[src/pnp_defines.svh]
`ifndef PNP_DEFINES_SVH
`define PNP_DEFINES_SVH
// APB byte offsets
`define OFS_ADDR 12'h000
`define OFS_WDATA 12'h004
`define OFS_RDATA 12'h008
`define OFS_STATE 12'h00c
`define OFS_INT_STAT 12'h010
`define OFS_INT_MASK 12'h014
`define OFS_RD_PORT 12'h018
// Card register indices behind the address port
`define IDX_RD_PORT 8'h00
`define IDX_ISO 8'h01
`define IDX_CFG_CTL 8'h02
`define IDX_WAKE 8'h03
`define IDX_RES 8'h04
`define IDX_STATUS 8'h05
`define IDX_CSN 8'h06
// Config control bit positions
`define CTL_RESET 0
`define CTL_WFK 1
`define CTL_RST_CSN 2
// Initiation key
`define KEY_SEED 8'h6a
`define KEY_LAST 6'h1f
// Data pointer and internal store
`define PTR_START 7'h01
`define SRAM_LAST 6'h3f
`define AUTOCFG_IDX 6'h3f
// Isolation drive patterns
`define ISO_ONE_A 8'h55
`define ISO_ONE_B 8'haa
// Interrupt status bit positions
`define INT_KEY 0
`define INT_WIN 1
`define INT_LOST 2
`define INT_LOADED 3
`define INT_W 4
`endif

[src/pnp_pkg.sv]
package pnp_pkg;
   // Card state
   typedef enum logic [2:0] {
      st_load,
      st_wait_key,
      st_sleep,
      st_isolate,
      st_config
   } state_t;
endpackage

[src/isa_pnp_card.sv]
// Added by the designer: the address map and the APB register port.
`include "pnp_defines.svh"
module isa_pnp_card
   import pnp_pkg::*;
(
   input wire logic pclk, // Bus clock
   input wire logic presetn, // Async reset, active low
   input wire logic psel, // APB select
   input wire logic penable, // APB enable
   input wire logic pwrite, // APB direction
   input wire logic [11:0] paddr, // APB byte address
   input wire logic [31:0] pwdata, // APB write data
   output logic [31:0] prdata, // APB read data
   output logic pready, // APB ready
   output logic pslverr, // APB error
   output logic [5:0] ld_addr, // Load store address
   input wire logic [7:0] ld_data, // Load store data
   input wire logic other_drive, // Another card drives isolation data
   output logic [7:0] auto_cfg, // Auto-configuration value
   output logic [7:0] rd_port, // Read-data port address
   output logic irq // Interrupt, level
);

   ////////////////////////////////////////////////////////////////
   // Declarations
   state_t state_q;
   logic [7:0] mem [0:63];
   logic [5:0] ld_cnt_q;
   logic [7:0] csn_q;
   logic [7:0] idx_q;
   logic [7:0] key_exp_q;
   logic [5:0] key_cnt_q;
   logic [6:0] ptr_q;
   logic [2:0] bit_q;
   logic half_q;
   logic ready_q;
   logic fill_q;
   logic [7:0] auto_cfg_q;
   logic [7:0] rd_port_q;
   logic [`INT_W-1:0] int_stat_q;
   logic [`INT_W-1:0] int_mask_q;
   logic [`INT_W-1:0] events;
   logic [31:0] prdata_q;
   logic od_meta_q, od_sync_q;
   logic wr_acc, rd_acc, rd_setup;
   logic active;
   logic key_ok;
   logic wr_addr, wr_data;
   logic cmd_wake, cmd_csn, cmd_rdp, cmd_ctl;
   logic ctl_reset, ctl_wfk, ctl_rst_csn;
   logic rd_iso, rd_res;
   logic iso_lose;
   logic load_done;
   logic [7:0] cur_byte;
   logic cur_bit;
   logic [7:0] wd8;

   ////////////////////////////////////////////////////////////////
   // Helpers

   // Key sequence generator step
   function automatic logic [7:0] lfsr_next(input logic [7:0] v);
      return {v[0] ^ v[1], v[7:1]};
   endfunction

   // Address decode shared by write path and error answer
   function automatic logic mapped(input logic [11:0] a);
      return a == `OFS_ADDR || a == `OFS_WDATA || a == `OFS_RDATA ||
         a == `OFS_STATE || a == `OFS_INT_STAT || a == `OFS_INT_MASK ||
         a == `OFS_RD_PORT;
   endfunction

   ////////////////////////////////////////////////////////////////
   // Bus decode

   // Zero-wait slave; effects land at the access edge only
   assign pready = 1'b1;
   assign pslverr = psel && penable && !mapped(paddr);
   assign wr_acc = psel && penable && pwrite && mapped(paddr);
   assign rd_acc = psel && penable && !pwrite;
   assign rd_setup = psel && !penable && !pwrite;
   assign wd8 = pwdata[7:0];
   assign wr_addr = wr_acc && paddr == `OFS_ADDR;
   assign wr_data = wr_acc && paddr == `OFS_WDATA;
   // ports closed while waiting for key or loading
   assign active = state_q != st_wait_key && state_q != st_load;
   assign cmd_wake = wr_data && active && idx_q == `IDX_WAKE;
   assign cmd_csn = wr_data && state_q == st_isolate && idx_q == `IDX_CSN;
   assign cmd_rdp = wr_data && state_q == st_isolate && idx_q == `IDX_RD_PORT;
   assign cmd_ctl = wr_data && active && idx_q == `IDX_CFG_CTL;
   assign ctl_reset = cmd_ctl && wd8[`CTL_RESET];
   assign ctl_wfk = cmd_ctl && wd8[`CTL_WFK];
   assign ctl_rst_csn = cmd_ctl && wd8[`CTL_RST_CSN];
   assign rd_iso = rd_acc && paddr == `OFS_RDATA && state_q == st_isolate &&
      idx_q == `IDX_ISO;
   // resource reads count only in Configuration
   assign rd_res = rd_acc && paddr == `OFS_RDATA && state_q == st_config &&
      idx_q == `IDX_RES && ready_q;

   // one pointer feeds identifier and resource bytes
   assign cur_byte = mem[6'(ptr_q - `PTR_START)];
   assign cur_bit = cur_byte[bit_q];
   // a zero bit while another card drives means this card lost
   assign iso_lose = rd_iso && !half_q && !cur_bit && od_sync_q;
   assign load_done = state_q == st_load && ld_cnt_q == `SRAM_LAST;

   ////////////////////////////////////////////////////////////////
   // Pin synchroniser for the shared isolation data line
   always_ff @(posedge pclk or negedge presetn) begin
      if (!presetn) begin
         od_meta_q <= 1'b0;
         od_sync_q <= 1'b0;
      end else begin
         od_meta_q <= other_drive;
         od_sync_q <= od_meta_q;
      end
   end

   ////////////////////////////////////////////////////////////////
   // Power-up load of the internal store

   // copy one byte a cycle from the load source
   always_ff @(posedge pclk) begin
      if (state_q == st_load) begin
         mem[ld_cnt_q] <= ld_data;
      end
   end

   // Load counter restarts on every reset command
   always_ff @(posedge pclk or negedge presetn) begin
      if (!presetn) begin
         ld_cnt_q <= 6'h00;
      end else if (ctl_reset || state_q != st_load) begin
         ld_cnt_q <= 6'h00;
      end else begin
         ld_cnt_q <= ld_cnt_q + 6'h01;
      end
   end
   assign ld_addr = ld_cnt_q;

   // auto-config taken while loading, applied at once
   always_ff @(posedge pclk or negedge presetn) begin
      if (!presetn) begin
         auto_cfg_q <= 8'h00;
      end else if (state_q == st_load && ld_cnt_q == `AUTOCFG_IDX) begin
         auto_cfg_q <= ld_data;
      end
   end
   assign auto_cfg = auto_cfg_q;

   ////////////////////////////////////////////////////////////////
   // Initiation key detector

   // compare each address write, restart on mismatch
   always_ff @(posedge pclk or negedge presetn) begin
      if (!presetn) begin
         key_exp_q <= `KEY_SEED;
         key_cnt_q <= 6'h00;
      end else if (state_q != st_wait_key || key_ok) begin
         key_exp_q <= `KEY_SEED;
         key_cnt_q <= 6'h00;
      end else if (wr_addr) begin
         if (wd8 == key_exp_q) begin
            key_exp_q <= lfsr_next(key_exp_q);
            key_cnt_q <= key_cnt_q + 6'h01;
         end else if (wd8 == `KEY_SEED) begin
            // Mismatch that is itself a fresh start
            key_exp_q <= lfsr_next(`KEY_SEED);
            key_cnt_q <= 6'h01;
         end else begin
            key_exp_q <= `KEY_SEED;
            key_cnt_q <= 6'h00;
         end
      end
   end
   assign key_ok = state_q == st_wait_key && wr_addr && wd8 == key_exp_q &&
      key_cnt_q == `KEY_LAST;

   // Register index behind the address port
   always_ff @(posedge pclk or negedge presetn) begin
      if (!presetn) begin
         idx_q <= `IDX_RD_PORT;
      end else if (wr_addr && active) begin
         idx_q <= wd8;
      end
   end

   ////////////////////////////////////////////////////////////////
   // Card state machine
   always_ff @(posedge pclk or negedge presetn) begin
      if (!presetn) begin
         state_q <= st_load;
      end else if (ctl_reset) begin
         state_q <= st_load;
      end else if (ctl_wfk) begin
         state_q <= st_wait_key;
      end else begin
         unique case (state_q)
            st_load: if (load_done) state_q <= st_wait_key;
            st_wait_key: if (key_ok) state_q <= st_sleep;
            st_sleep, st_isolate, st_config: begin
               if (cmd_wake) begin
                  if (wd8 == csn_q) begin
                     state_q <= (wd8 == 8'h00) ? st_isolate : st_config;
                  end else begin
                     state_q <= st_sleep;
                  end
               end else if (cmd_csn) begin
                  state_q <= st_config;
               end else if (iso_lose) begin
                  state_q <= st_sleep;
               end
            end
         endcase
      end
   end

   // CSN cleared at power-on reset and by the reset-CSN command, not by the reset command; stored on assignment
   always_ff @(posedge pclk or negedge presetn) begin
      if (!presetn) begin
         csn_q <= 8'h00;
      end else if (ctl_rst_csn) begin
         csn_q <= 8'h00;
      end else if (cmd_csn) begin
         csn_q <= wd8;
      end
   end

   // read-data port address kept for the host side
   always_ff @(posedge pclk or negedge presetn) begin
      if (!presetn) begin
         rd_port_q <= 8'h00;
      end else if (cmd_rdp) begin
         rd_port_q <= wd8;
      end
   end
   assign rd_port = rd_port_q;

   ////////////////////////////////////////////////////////////////
   // Shared data pointer and isolation bit walk

   // reset and every Wake return the pointer to start
   always_ff @(posedge pclk or negedge presetn) begin
      if (!presetn) begin
         ptr_q <= `PTR_START;
         bit_q <= 3'h0;
         half_q <= 1'b0;
      end else if (cmd_wake || ctl_reset) begin
         ptr_q <= `PTR_START;
         bit_q <= 3'h0;
         half_q <= 1'b0;
      end else if (rd_iso) begin
         // walking all identifier bytes leaves pointer on resources
         half_q <= !half_q;
         if (half_q) begin
            bit_q <= bit_q + 3'h1;
            if (bit_q == 3'h7) ptr_q <= ptr_q + 7'h01;
         end
      end else if (rd_res) begin
         // after Wake the identifier bytes come out first
         ptr_q <= ptr_q + 7'h01;
      end
   end

   // read clears ready, next byte shifted in, ready set again
   always_ff @(posedge pclk or negedge presetn) begin
      if (!presetn) begin
         ready_q <= 1'b0;
         fill_q <= 1'b1;
      end else begin
         fill_q <= rd_res;
         if (rd_res) begin
            ready_q <= 1'b0;
         end else if (fill_q) begin
            ready_q <= 1'b1;
         end
      end
   end

   ////////////////////////////////////////////////////////////////
   // Interrupts

   // Sticky events; set wins over a same-cycle clear
   assign events = {4'(load_done) << `INT_LOADED} | {4'(iso_lose) << `INT_LOST} |
      {4'(cmd_csn) << `INT_WIN} | {4'(key_ok) << `INT_KEY};
   always_ff @(posedge pclk or negedge presetn) begin
      if (!presetn) begin
         int_stat_q <= '0;
      end else begin
         int_stat_q <= (int_stat_q & ~((wr_acc && paddr == `OFS_INT_STAT) ?
            pwdata[`INT_W-1:0] : '0)) | events;
      end
   end

   // Mask register, one enables the line
   always_ff @(posedge pclk or negedge presetn) begin
      if (!presetn) begin
         int_mask_q <= '0;
      end else if (wr_acc && paddr == `OFS_INT_MASK) begin
         int_mask_q <= pwdata[`INT_W-1:0];
      end
   end
   assign irq = |(int_stat_q & int_mask_q);

   ////////////////////////////////////////////////////////////////
   // Read data, captured in the setup phase

   // Card read port; quiet cards return zero
   function automatic logic [7:0] card_read(input state_t s);
      logic [7:0] v;
      v = 8'h00;
      if (s == st_isolate && idx_q == `IDX_ISO) begin
         v = cur_bit ? (half_q ? `ISO_ONE_B : `ISO_ONE_A) : 8'h00;
      end else if (s == st_config) begin
         // resource and status only in Configuration
         if (idx_q == `IDX_RES) v = cur_byte;
         if (idx_q == `IDX_STATUS) v = {7'h00, ready_q};
         if (idx_q == `IDX_CSN) v = csn_q;
      end
      return v;
   endfunction

   always_ff @(posedge pclk or negedge presetn) begin
      if (!presetn) begin
         prdata_q <= 32'h0000_0000;
      end else if (rd_setup) begin
         unique case (paddr)
            `OFS_ADDR: prdata_q <= {24'h00_0000, idx_q};
            `OFS_RDATA: prdata_q <= {24'h00_0000, card_read(state_q)};
            `OFS_STATE: prdata_q <= {21'h00_0000, csn_q, state_q};
            `OFS_INT_STAT: prdata_q <= {28'h000_0000, int_stat_q};
            `OFS_INT_MASK: prdata_q <= {28'h000_0000, int_mask_q};
            `OFS_RD_PORT: prdata_q <= {24'h00_0000, rd_port_q};
            default: prdata_q <= 32'h0000_0000;
         endcase
      end else if (psel && !penable) begin
         // Writes answer zero, so no stale read data shows
         prdata_q <= 32'h0000_0000;
      end
   end
   assign prdata = prdata_q;

endmodule // isa_pnp_card

[config.mk]
export PLATFORM = sky130hd
export DESIGN_NAME = isa_pnp_card
export DESIGN_NICKNAME = d
export VERILOG_FILES = /design/src/pnp_pkg.sv /design/src/isa_pnp_card.sv
export VERILOG_INCLUDE_DIRS = /design/src /design/src/src
export SDC_FILE = /design/constraint.sdc
export NUM_CORES = 1
export LEC_CHECK = 0
export ABC_AREA = 1
export BUFFER_PORTS_ARGS = -buffer_cell sky130_fd_sc_hd__buf_2
export CORE_ASPECT_RATIO = 1.75
export CORE_MARGIN = 2
export CORE_UTILIZATION = 62
export DETAILED_ROUTE_END_ITERATION = 7
export HOLD_SLACK_MARGIN = 0.08
export PLACE_DENSITY = 0.8
export SETUP_SLACK_MARGIN = 0.4
export SLEW_MARGIN = 10
export SYNTH_ARGS = -nofsm -noshare
export SYNTH_HDL_FRONTEND = slang
export SYNTH_SLANG_ARGS = --single-unit
export TNS_END_PERCENT = 1
[constraint.sdc]
create_clock -name pclk -period 3.76 [get_ports pclk]
set_input_delay 0.752 -clock pclk [delete_from_list [all_inputs] [get_ports pclk]]
set_output_delay 0.752 -clock pclk [all_outputs]
set_load 0.05 [all_outputs]
# Word level (Yosys, flattened, before mapping)
# Memory sizes are Yosys's and may differ from the RTL's.
# Index checks and enable logic that the tools add are counted.
[totals]
elab_cells = 176
ramBits = 512
out_inout_bits = 57
mem_count = 1
input_bits = 58
regBits = 110
[memory_table]
columns = ["name", "depth", "width", "rd", "rd_ports_with_merged_regs", "wr", "line_no", "text"]
rows = [
  ["mem", 64, 8, 1, 0, 1, "isa_pnp_card.sv:27", "logic [7:0] mem [0:63];"],
]
[op_classes]
eq_ne = 28
reduce_logical = 67
bitwise_logic = 8
add_sub_neg = 5
n_lt_le_gt_ge = 1
n_mux = 48
[ops]
columns = ["op", "count"]
rows = [
  ["two-way mux 8 bit", 13],
  ["case mux 11 bit (6 select lines)", 1],
  ["two-way mux 32 bit", 2],
  ["== test 12 x 5 -> 1 bit (second input constant)", 3],
  ["logical AND 1 bit", 36],
  ["two-way mux 3 bit", 12],
  ["two-way mux 7 bit", 5],
  ["== test 12 x 4 -> 1 bit (second input constant)", 2],
  ["== test 8 x 3 -> 1 bit (second input constant)", 3],
  ["two-way mux 6 bit", 4],
  ["== test 8 x 2 -> 1 bit (second input constant)", 2],
  ["== test 8 bit", 2],
  ["logical NOT 8 bit", 2],
  ["adder 6 x 1 -> 6 bit (second input constant)", 2],
  ["== test 12 x 3 -> 1 bit (second input constant)", 1],
  ["logical NOT 12 bit", 1],
  ["nonzero test 2 bit", 6],
  ["logical OR 1 bit", 9],
  ["case mux 3 bit (3 select lines)", 1],
  ["bitwise AND 4 bit", 2],
  ["== test 8 x 1 -> 1 bit (second input constant)", 1],
  ["== test 8 x 7 -> 1 bit (second input constant)", 1],
  ["two-way mux 1 bit", 8],
  ["!= test 4 bit (second input constant)", 2],
  ["other kinds (27)", 36],
]

# Logic depth before layout (Yosys ltp)
# Gate-level depths: netlist of run 1.
[depth]
word_depth = 16
ltp_mapped = 26
mapped_depth_nobuf = 19

# Least setup slack after synthesis of run 1
# Ideal clock, no wire load.
[synth_timing]
path_kind = "reg-to-reg"
start = "reg ptr_q[0]"
end = "reg state_q[0]"
path_buffers = 7
t_required_ns = 3.642
arrival_ns = 3.159
synth_period_minus_slack_ns = 3.276
path_stages_with_launch = 26
setup_time_ns = 0.118
path_slack_ns = 0.484
path_cell_list = "dfstp_2 > buf_4 > inv_4 > buf_6 > buf_2 > buf_2 > ha_1 > buf_2 > inv_2 > buf_4 > clkbuf_1 > nand3_1 > nand3_1 > nand3_1 > nand3_1 > nand3_1 > nand3_1 > nand3_1 > nand3_1 > nand2_1 > nand2_1 > nand2_1 > nand2_1 > nand2_1 > nand2_1 > nand2_1"
[synth_via]
elab_chain_cells = 9
[synth_rtl]
columns = ["element", "line_no", "text"]
rows = [
  ["start, declared", "isa_pnp_card.sv:33", "logic [6:0] ptr_q;"],
  ["start signal, assigned", "isa_pnp_card.sv:245", "ptr_q <= `PTR_START;"],
  ["start signal, assigned", "isa_pnp_card.sv:249", "ptr_q <= `PTR_START;"],
  ["start signal, assigned", "isa_pnp_card.sv:257", "if (bit_q == 3'h7) ptr_q <= ptr_q + 7'h01;"],
  ["subtractor 6 x 1 -> 6 bit (no source line)", "--", ""],
  ["memory (64 x 8 bit)", "--", ""],
  ["binary-select mux 1 bit (select 3 bit)", "isa_pnp_card.sv:102", "assign cur_bit = cur_byte[bit_q];"],
  ["two-way mux 1 bit (not written as such)", "isa_pnp_card.sv:102", ""],
  ["logical NOT 1 bit", "isa_pnp_card.sv:104", "assign iso_lose = rd_iso && !half_q && !cur_bit && od_sync_q;"],
  ["logical AND 1 bit (2 in series)", "isa_pnp_card.sv:104", ""],
  ["!= test 6 bit (no source line)", "--", ""],
  ["AND reduction 3 bit (no source line)", "--", ""],
  ["end signal, assigned", "isa_pnp_card.sv:192", "state_q <= st_load;"],
  ["end signal, assigned", "isa_pnp_card.sv:194", "state_q <= st_load;"],
  ["end signal, assigned", "isa_pnp_card.sv:196", "state_q <= st_wait_key;"],
  ["end, declared", "isa_pnp_card.sv:26", "state_t state_q;"],
]
# No other way between the ends. The select of a mux whose other input is x is not followed.
# A chain may end at the register's enable or synchronous reset.

# Worst setup path after layout of run 1
[layout_timing]
start = "reg ptr_q[0]"
end = "reg prdata_q[7] (netlist: prdata[7])"
[layout_via]
elab_chain_cells = 9
elab_cells_between_ends = 12
classes_between = "add/sub: 1; mux: 10; memory: 1"
[layout_rtl]
columns = ["element", "line_no", "text"]
rows = [
  ["subtractor 6 x 1 -> 6 bit (no source line) (*)", "--", ""],
  ["memory (64 x 8 bit) (*)", "--", ""],
  ["branches (longest 4 deep; another with two-way mux 8 bit)", "--", ""],
  ["two-way mux 8 bit (*)", "isa_pnp_card.sv:312", "if (s == st_isolate && idx_q == `IDX_ISO) begin"],
  ["case mux 11 bit (6 select lines) (*)", "isa_pnp_card.sv:327", "unique case (paddr)"],
  ["two-way mux 32 bit (*)", "isa_pnp_card.sv:326", "end else if (rd_setup) begin"],
  ["end signal, assigned", "isa_pnp_card.sv:328", "`OFS_ADDR: prdata_q <= {24'h00_0000, idx_q};"],
  ["end signal, assigned", "isa_pnp_card.sv:329", "`OFS_RDATA: prdata_q <= {24'h00_0000, card_read(state_q)};"],
  ["end signal, assigned", "isa_pnp_card.sv:330", "`OFS_STATE: prdata_q <= {21'h00_0000, csn_q, state_q};"],
  ["end, declared", "isa_pnp_card.sv:43", "logic [31:0] prdata_q;"],
]
# Mark *: on every way between the ends. The select of a mux whose other input is x is not followed.

==> results of run 1 <==
[worst max-delay path, cell delays in order, from the launching register on]
cell and delay [ns]:
dfstp_4 0.67, inv_6 0.06, ha_4 0.19, xnor2_4 0.16
buf_12 0.32, nand3_1 0.29, nand3_1 0.17, nand3_1 0.17
nand3_2 0.18, nand3_1 0.10, nand3_1 0.12, nand3_2 0.11
nand3_1 0.09, nand2_1 0.11, nand2_1 0.09, nand2_1 0.11
nand2_1 0.11, nand2_1 0.05
[layout make-up]
type | instances | area share [%]
clock inverters | 27 | 1.023
clock buffers | 59 | 4.609
inverters | 143 | 1.895
flip-flops and latches | 600 | 60.67
well taps | 555 | 2.395
repair buffers | 130 | 3.440
multi-input cells | 1630 | 25.97
[power groups by stage]
stage	registers, mW	clock network, mW	logic, mW
after global placement	7.54	0	0.735
final	7.41	5.25	0.776
after CTS	7.41	5.26	0.764
after global routing	7.42	5.49	0.831
after detailed placement	7.55	0	0.761
after floorplan	7.58	0	0.377
[timing repair]
action,in CTS,in global routing
pin swaps,1,5
gates resized for setup,3,28
cloned,1,2
setup buffers,1,1
endpoints found under the setup margin,11,11
[synth_stat cells (all sizes together) (7+ instances only)]
library cell / number / area (sq um)
o211ai: 8 / 60.06
a21oi: 24 / 120.1
nor2: 443 / 1680
nand2: 506 / 1904
clkbuf: 44 / 165.2
buf: 90 / 526.8
a221oi: 7 / 61.31
nor3: 18 / 105.1
dfrtp: 82 / 2052
o21ai: 213 / 1066
xor2: 19 / 196.4
edfxtp: 512 / 15370
nand4: 13 / 81.33
nand3: 302 / 1521
inv: 143 / 539.3
mux2: 9 / 101.4
[cell families after synthesis]
kind of cell	after synthesis	share of synthesized area (%)
AOI/OAI and AO/OA	278	5.821
xor gates and xnor gates	22	0.8816
adders and majority gates	6	0.2875
buffers and inverters	277	4.714
DFF	600	67.33
muxes	9	0.3881
other	2	0.02876
and+or+nand+nor	1293	20.54
[registers in the layout, indices dropped and copies added, names as in the netlist]
name,count
int_stat_q,4
key_cnt_q,6
csn_q,8
mem,512
bit_q,3
auto_cfg,8
idx_q,8
od_meta_q,1
fill_q,1
rd_port,8
int_mask_q,4
ld_addr,6
ptr_q,6
key_exp_q,8
state_q,3
od_sync_q,1
prdata,11
half_q,1
ready_q,1
[path summary, 6_finish.rpt]
check	end	slack, ns	depth (start not counted)
max	prdata[7]	0.49	17
min	prdata[5]	0.14	1
max reg2reg	prdata[7]	0.49	17
min reg2reg	od_sync_q	0.36	0
max in group asynchronous	key_exp_q[5]	2.74	2
min in group pclk	od_meta_q	0.28	1
[per-layer routing]
layer / vias to the layer above / GRT usage, % / wire length [um]
met5: - / 0 / 0
li1: 8596 / - / -
met4: 0 / 24.31 / 6135
met2: 1163 / 55.56 / 36120
met1: 9056 / 34.08 / 22420
met3: 319 / 4.177 / 5672
==> results.ini, run 1 <==
[run_status]
status=finished, final reports clean

[synthesis]
synthDistinctLibCells=48
postSynthCellCount=2487
synth_flop_cell=edfxtp_1
yosysWarnings=0
synth-edff-count=512
synth.avg_cell_area_sq_um=10.50
synthesis.area_sq_um=26120
async_flop_share_pct=14.67
synth_seq_cells=600
yosysSeqAreaShare_pct=67.33

[cells_and_area]
mostFrequentLayoutCells=512 x edfxtp_1, 502 x nand2_1, 438 x nor2_1, 281 x nand3_1, 209 x o21ai_0
layout-drive-gt1-share_pct=10.54
fin_nets=2618
layout_commonest_cell=edfxtp_1
fill_cells=2941
finish.utilization_pct=69.65
fin_cells=3144
multi_input_area_sq_um=7528
finish.instance_area_sq_um=28990
diodes=0
seqCellArea_sq_um=17590
area_delta_synth_final_pct=11.01

[clock_tree]
ctsRootBufferMaster=clkbuf_16
numCtsBuffers=49
clock_latency_ns=0.58
cts_sinks=600
h-tree-depth=2
hold_buffers=0
clock_path_buffers=3
cts_tree=yes
clk_pin_slew_worst_paths_ns=0.07

[grt]
overflow=0
grt_pass1_wl_mm=103.8
antenna_found_initial=0
grt.total_usage_pct=31.29
grt_max_degree=148
grt_pass1_vias=18533

[pwr]
power.total_mw=13.44
p_sw_mw=3.002
peakVddDrop_mv=0.6226
clkPwrFrac_pct=39.1
internal_power_mw=10.44
sw_frac_of_total_pct=22.34
leakage_nw=11.25
p_seq_share_pct=55.1
p_comb_share_pct=5.8
power.density_nw_per_um2=463.6

[placed_design]
finalWeightedCongestion=1.092
dp_hpwl_mm=43.50
io_buffers=68
place_area_sq_um=27110
dp_slack_ns=0.2341
placed_cells=3053

[floorplan]
fp-row-count=99
core_area_sq_um=41620
die_h_um=275.5
die_area_sq_um=43840
io_pins=115
start_util_pct=62.75
die_x_um=159.1

[sta]
period_share_pct=86.99
max_freq_ghz=0.3057
worst_slack_ns=0.4891
tightest_slew_ns=1.082
fin_crit_ns=3.271
finClkSkew_ns=0.01960
rsz0062_at_grt=yes
slew-limit-headroom_pct=27.86
setup_tns_ns=0
hold_violations=0
worst_hold_slack_ns=0.1428
finalSetupViolCount=0
finalMaxSlewViolations=0

[routing]
wl_mm=70.35
drc=0
vias=19134
wl_per_cell_um=22.38
drt_iter0_markers=2194
antenna_left=0
via_per_inst=6.086
firstDrtPassIters=6

[setup_path]
crit_start=ptr_q[0]
cp-end-kind=flop
timing.rr.start=ptr_q[0]
arrival_ns=3.74
worstPathRequired_ns=4.23
start_kind=flop
crit_type=reg2reg
crit_fanout=64

[hold_path]
worstHoldPathType=in2async

[run]
cap_violations=0

(Power assumes the default switching activity.)
==> run 2: changes to the inputs <==
- CORE_MARGIN: 2 -> 10
- PLACE_DENSITY: 0.8 -> unset
- PLACE_DENSITY_LB_ADDON: unset -> 0.25
==> run 2 against run 1 <==
Sequential share of layout area is 1.5 points lower. Via count decreased by 0.57%. Combinational power up 2%. Global-route usage down 4.4 points. Clock power grew 4.8%. First-iteration DRC count fell by 6.1%. Maximum frequency shrank 0.79%. Routed wire length grew 3.1%. Critical path depth increased by 4. Clock skew down 0.0080 ns. Die area rose by 16%. Critical path type unchanged. Largest power group unchanged.
==> results.ini, run 2 (synthesis gave the netlist of run 1 again) <==
[cells_and_area]
largest_reg_flops=512
mostFrequentLayoutCells=512 x edfxtp_1, 503 x nand2_1, 435 x nor2_1, 256 x nand3_1, 202 x o21ai_0
fill_cells=2919
fin_nets=2651
layout-drive-gt1-share_pct=12.70
regMostFlops=mem
diodes=0
area_delta_synth_final_pct=13.84
layout_commonest_cell=edfxtp_1

[hold_path]
worstHoldPathType=in2async

[routing]
drc=0
wl_per_cell_um=22.77
via_per_inst=5.973
wl_mm=72.52
firstDrtPassIters=8
vias=19024
drt_iter0_markers=2060
antenna_left=0

[clock_tree]
cts_sinks=600
clock_path_buffers=3
clk_pin_slew_worst_paths_ns=0.07
cts_tree=yes
clock_latency_ns=0.58
h-tree-depth=2
numCtsBuffers=52
ctsRootBufferMaster=clkbuf_16

[floorplan]
fp-row-count=99
die_h_um=291.5
die_x_um=175.1
io_pins=115
start_util_pct=62.56
core_area_sq_um=41740
die_area_sq_um=51050

[grt]
overflow=0
grt_pass1_vias=18522
grt_max_degree=158
antenna_found_initial=0
grt.total_usage_pct=26.88
grt_pass1_wl_mm=105.5

[sta]
rsz0062_at_grt=yes
finClkSkew_ns=0.01157
worst_hold_slack_ns=0.1890
hold_violations=0
finalMaxSlewViolations=0
period_share_pct=87.68
setup_tns_ns=0
finalSetupViolCount=0
max_freq_ghz=0.3033
slew-limit-headroom_pct=17.63
tightest_slew_ns=1.236
fin_crit_ns=3.297

[pwr]
internal_power_mw=10.63
sw_frac_of_total_pct=22.38
p_sw_mw=3.066
clkPwrFrac_pct=40.1
p_seq_share_pct=54.1
p_comb_share_pct=5.8
peakVddDrop_mv=0.4504
leakage_nw=11.59
power.density_nw_per_um2=460.8

[placed_design]
dp_hpwl_mm=44.34
io_buffers=68
finalWeightedCongestion=1.033

[run_status]
status=finished, final reports clean

[run]
cap_violations=0

[setup_path]
start_kind=flop
worstPathRequired_ns=4.23
crit_fanout=11
crit_type=reg2reg
cp-end-kind=flop
arrival_ns=3.77

run 2: cell types whose count changed in the layout (fill, tap and decap cells not counted), moves of 7 or more:
cell	before	now
nand3_1	281	256
nand3_4	0	8
clkinv_1	3	10
nand3_2	21	38
o21ai_1	4	11
clkbuf_16	53	61
buf_4	50	65
buf_12	5	13
o21ai_0	209	202
run 2: timing repair:
item / 4_1_cts / 5_1_grt
setup buffers: 0 / 7
cloned: 2 / 8
hold buffers: 0 / 0
endpoints found under the setup margin: 3 / 12
resized for setup: 13 / 68
pin swaps: 2 / 18
run 2: power groups by stage:
stage               registers, mW  clock network [mW]  logic [mW]
floorplan                    7.58                   0       0.377
global placement             7.54                   0       0.759
detailed placement           7.55                   0       0.774
CTS                          7.41                5.51       0.779
global route                 7.41                5.78       0.850
finish                       7.41                5.50       0.789
run 2: final cells by class:
class | instances | area, sq um | share of cell area [%]
repair buffers | 160 | 1424 | 4.790
clock inverters | 34 | 345.3 | 1.162
flip-flops and latches | 600 | 17590 | 59.16
clock buffers | 63 | 1423 | 4.785
well taps | 555 | 694.4 | 2.336
inverters | 143 | 554.3 | 1.864
multi-input cells | 1630 | 7700 | 25.90
run 2: worst paths after layout:
| check | startpoint | endpoint | slack [ns] | cells past startpoint |
|---|---|---|---|---|
| max in group asynchronous | presetn | key_exp_q[1] | 2.74 | 2 |
| hold / removal | presetn | od_sync_q | 0.19 | 1 |
| min in group pclk | other_drive | od_meta_q | 0.27 | 1 |
| setup reg to reg | ptr_q[0] | state_q[0] | 0.46 | 21 |
| setup / recovery | ptr_q[0] | state_q[0] | 0.46 | 21 |
| hold reg to reg | od_meta_q | od_sync_q | 0.36 | 0 |
run 2: per-stage QoR:
step | std cells | area (sq um) | power [mW] | utilization [%] | setup slack [ns]
3_5_place_dp | 3071 | 27290 | 8.323 | 65.38 | 0.3150
2_1_floorplan | 2507 | 26190 | 7.959 | - | 0.4838
4_1_cts | 3170 | 29190 | 13.70 | 69.92 | 0.4029
6_report | 3185 | 29730 | 13.70 | 71.22 | 0.4631
3_3_place_gp | 3071 | 27290 | 8.304 | 65.38 | 0.3523
5_1_grt | 3185 | 29730 | 14.04 | 71.22 | 0.3514
run 2: critical path, cell delays in order (launching register included):
cell	delay, ns
dfstp_4	0.68
inv_6	0.08
ha_4	0.38
buf_12	0.15
buf_6	0.14
buf_8	0.18
nor2_1	0.06
o21ai_0	0.14
nand3_1	0.16
nand3_1	0.12
nand3_1	0.09
nand3_1	0.13
nand3_1	0.10
nand3_1	0.11
nand3_2	0.08
nand2_1	0.09
nand2_2	0.09
nand2_1	0.07
nand2_1	0.06
buf_4	0.14
nand3_1	0.06
nand2_1	0.06
run 2: per-layer routing:
| layer | up-vias | global-route usage, % | routed length [um] |
|---|---|---|---|
| met3 | 268 | 3.435 | 5686 |
| li1 | 8667 | - | - |
| met2 | 1018 | 47.88 | 38000 |
| met4 | 0 | 18.26 | 5225 |
| met1 | 9071 | 29.17 | 23600 |
| met5 | - | 0 | 0 |
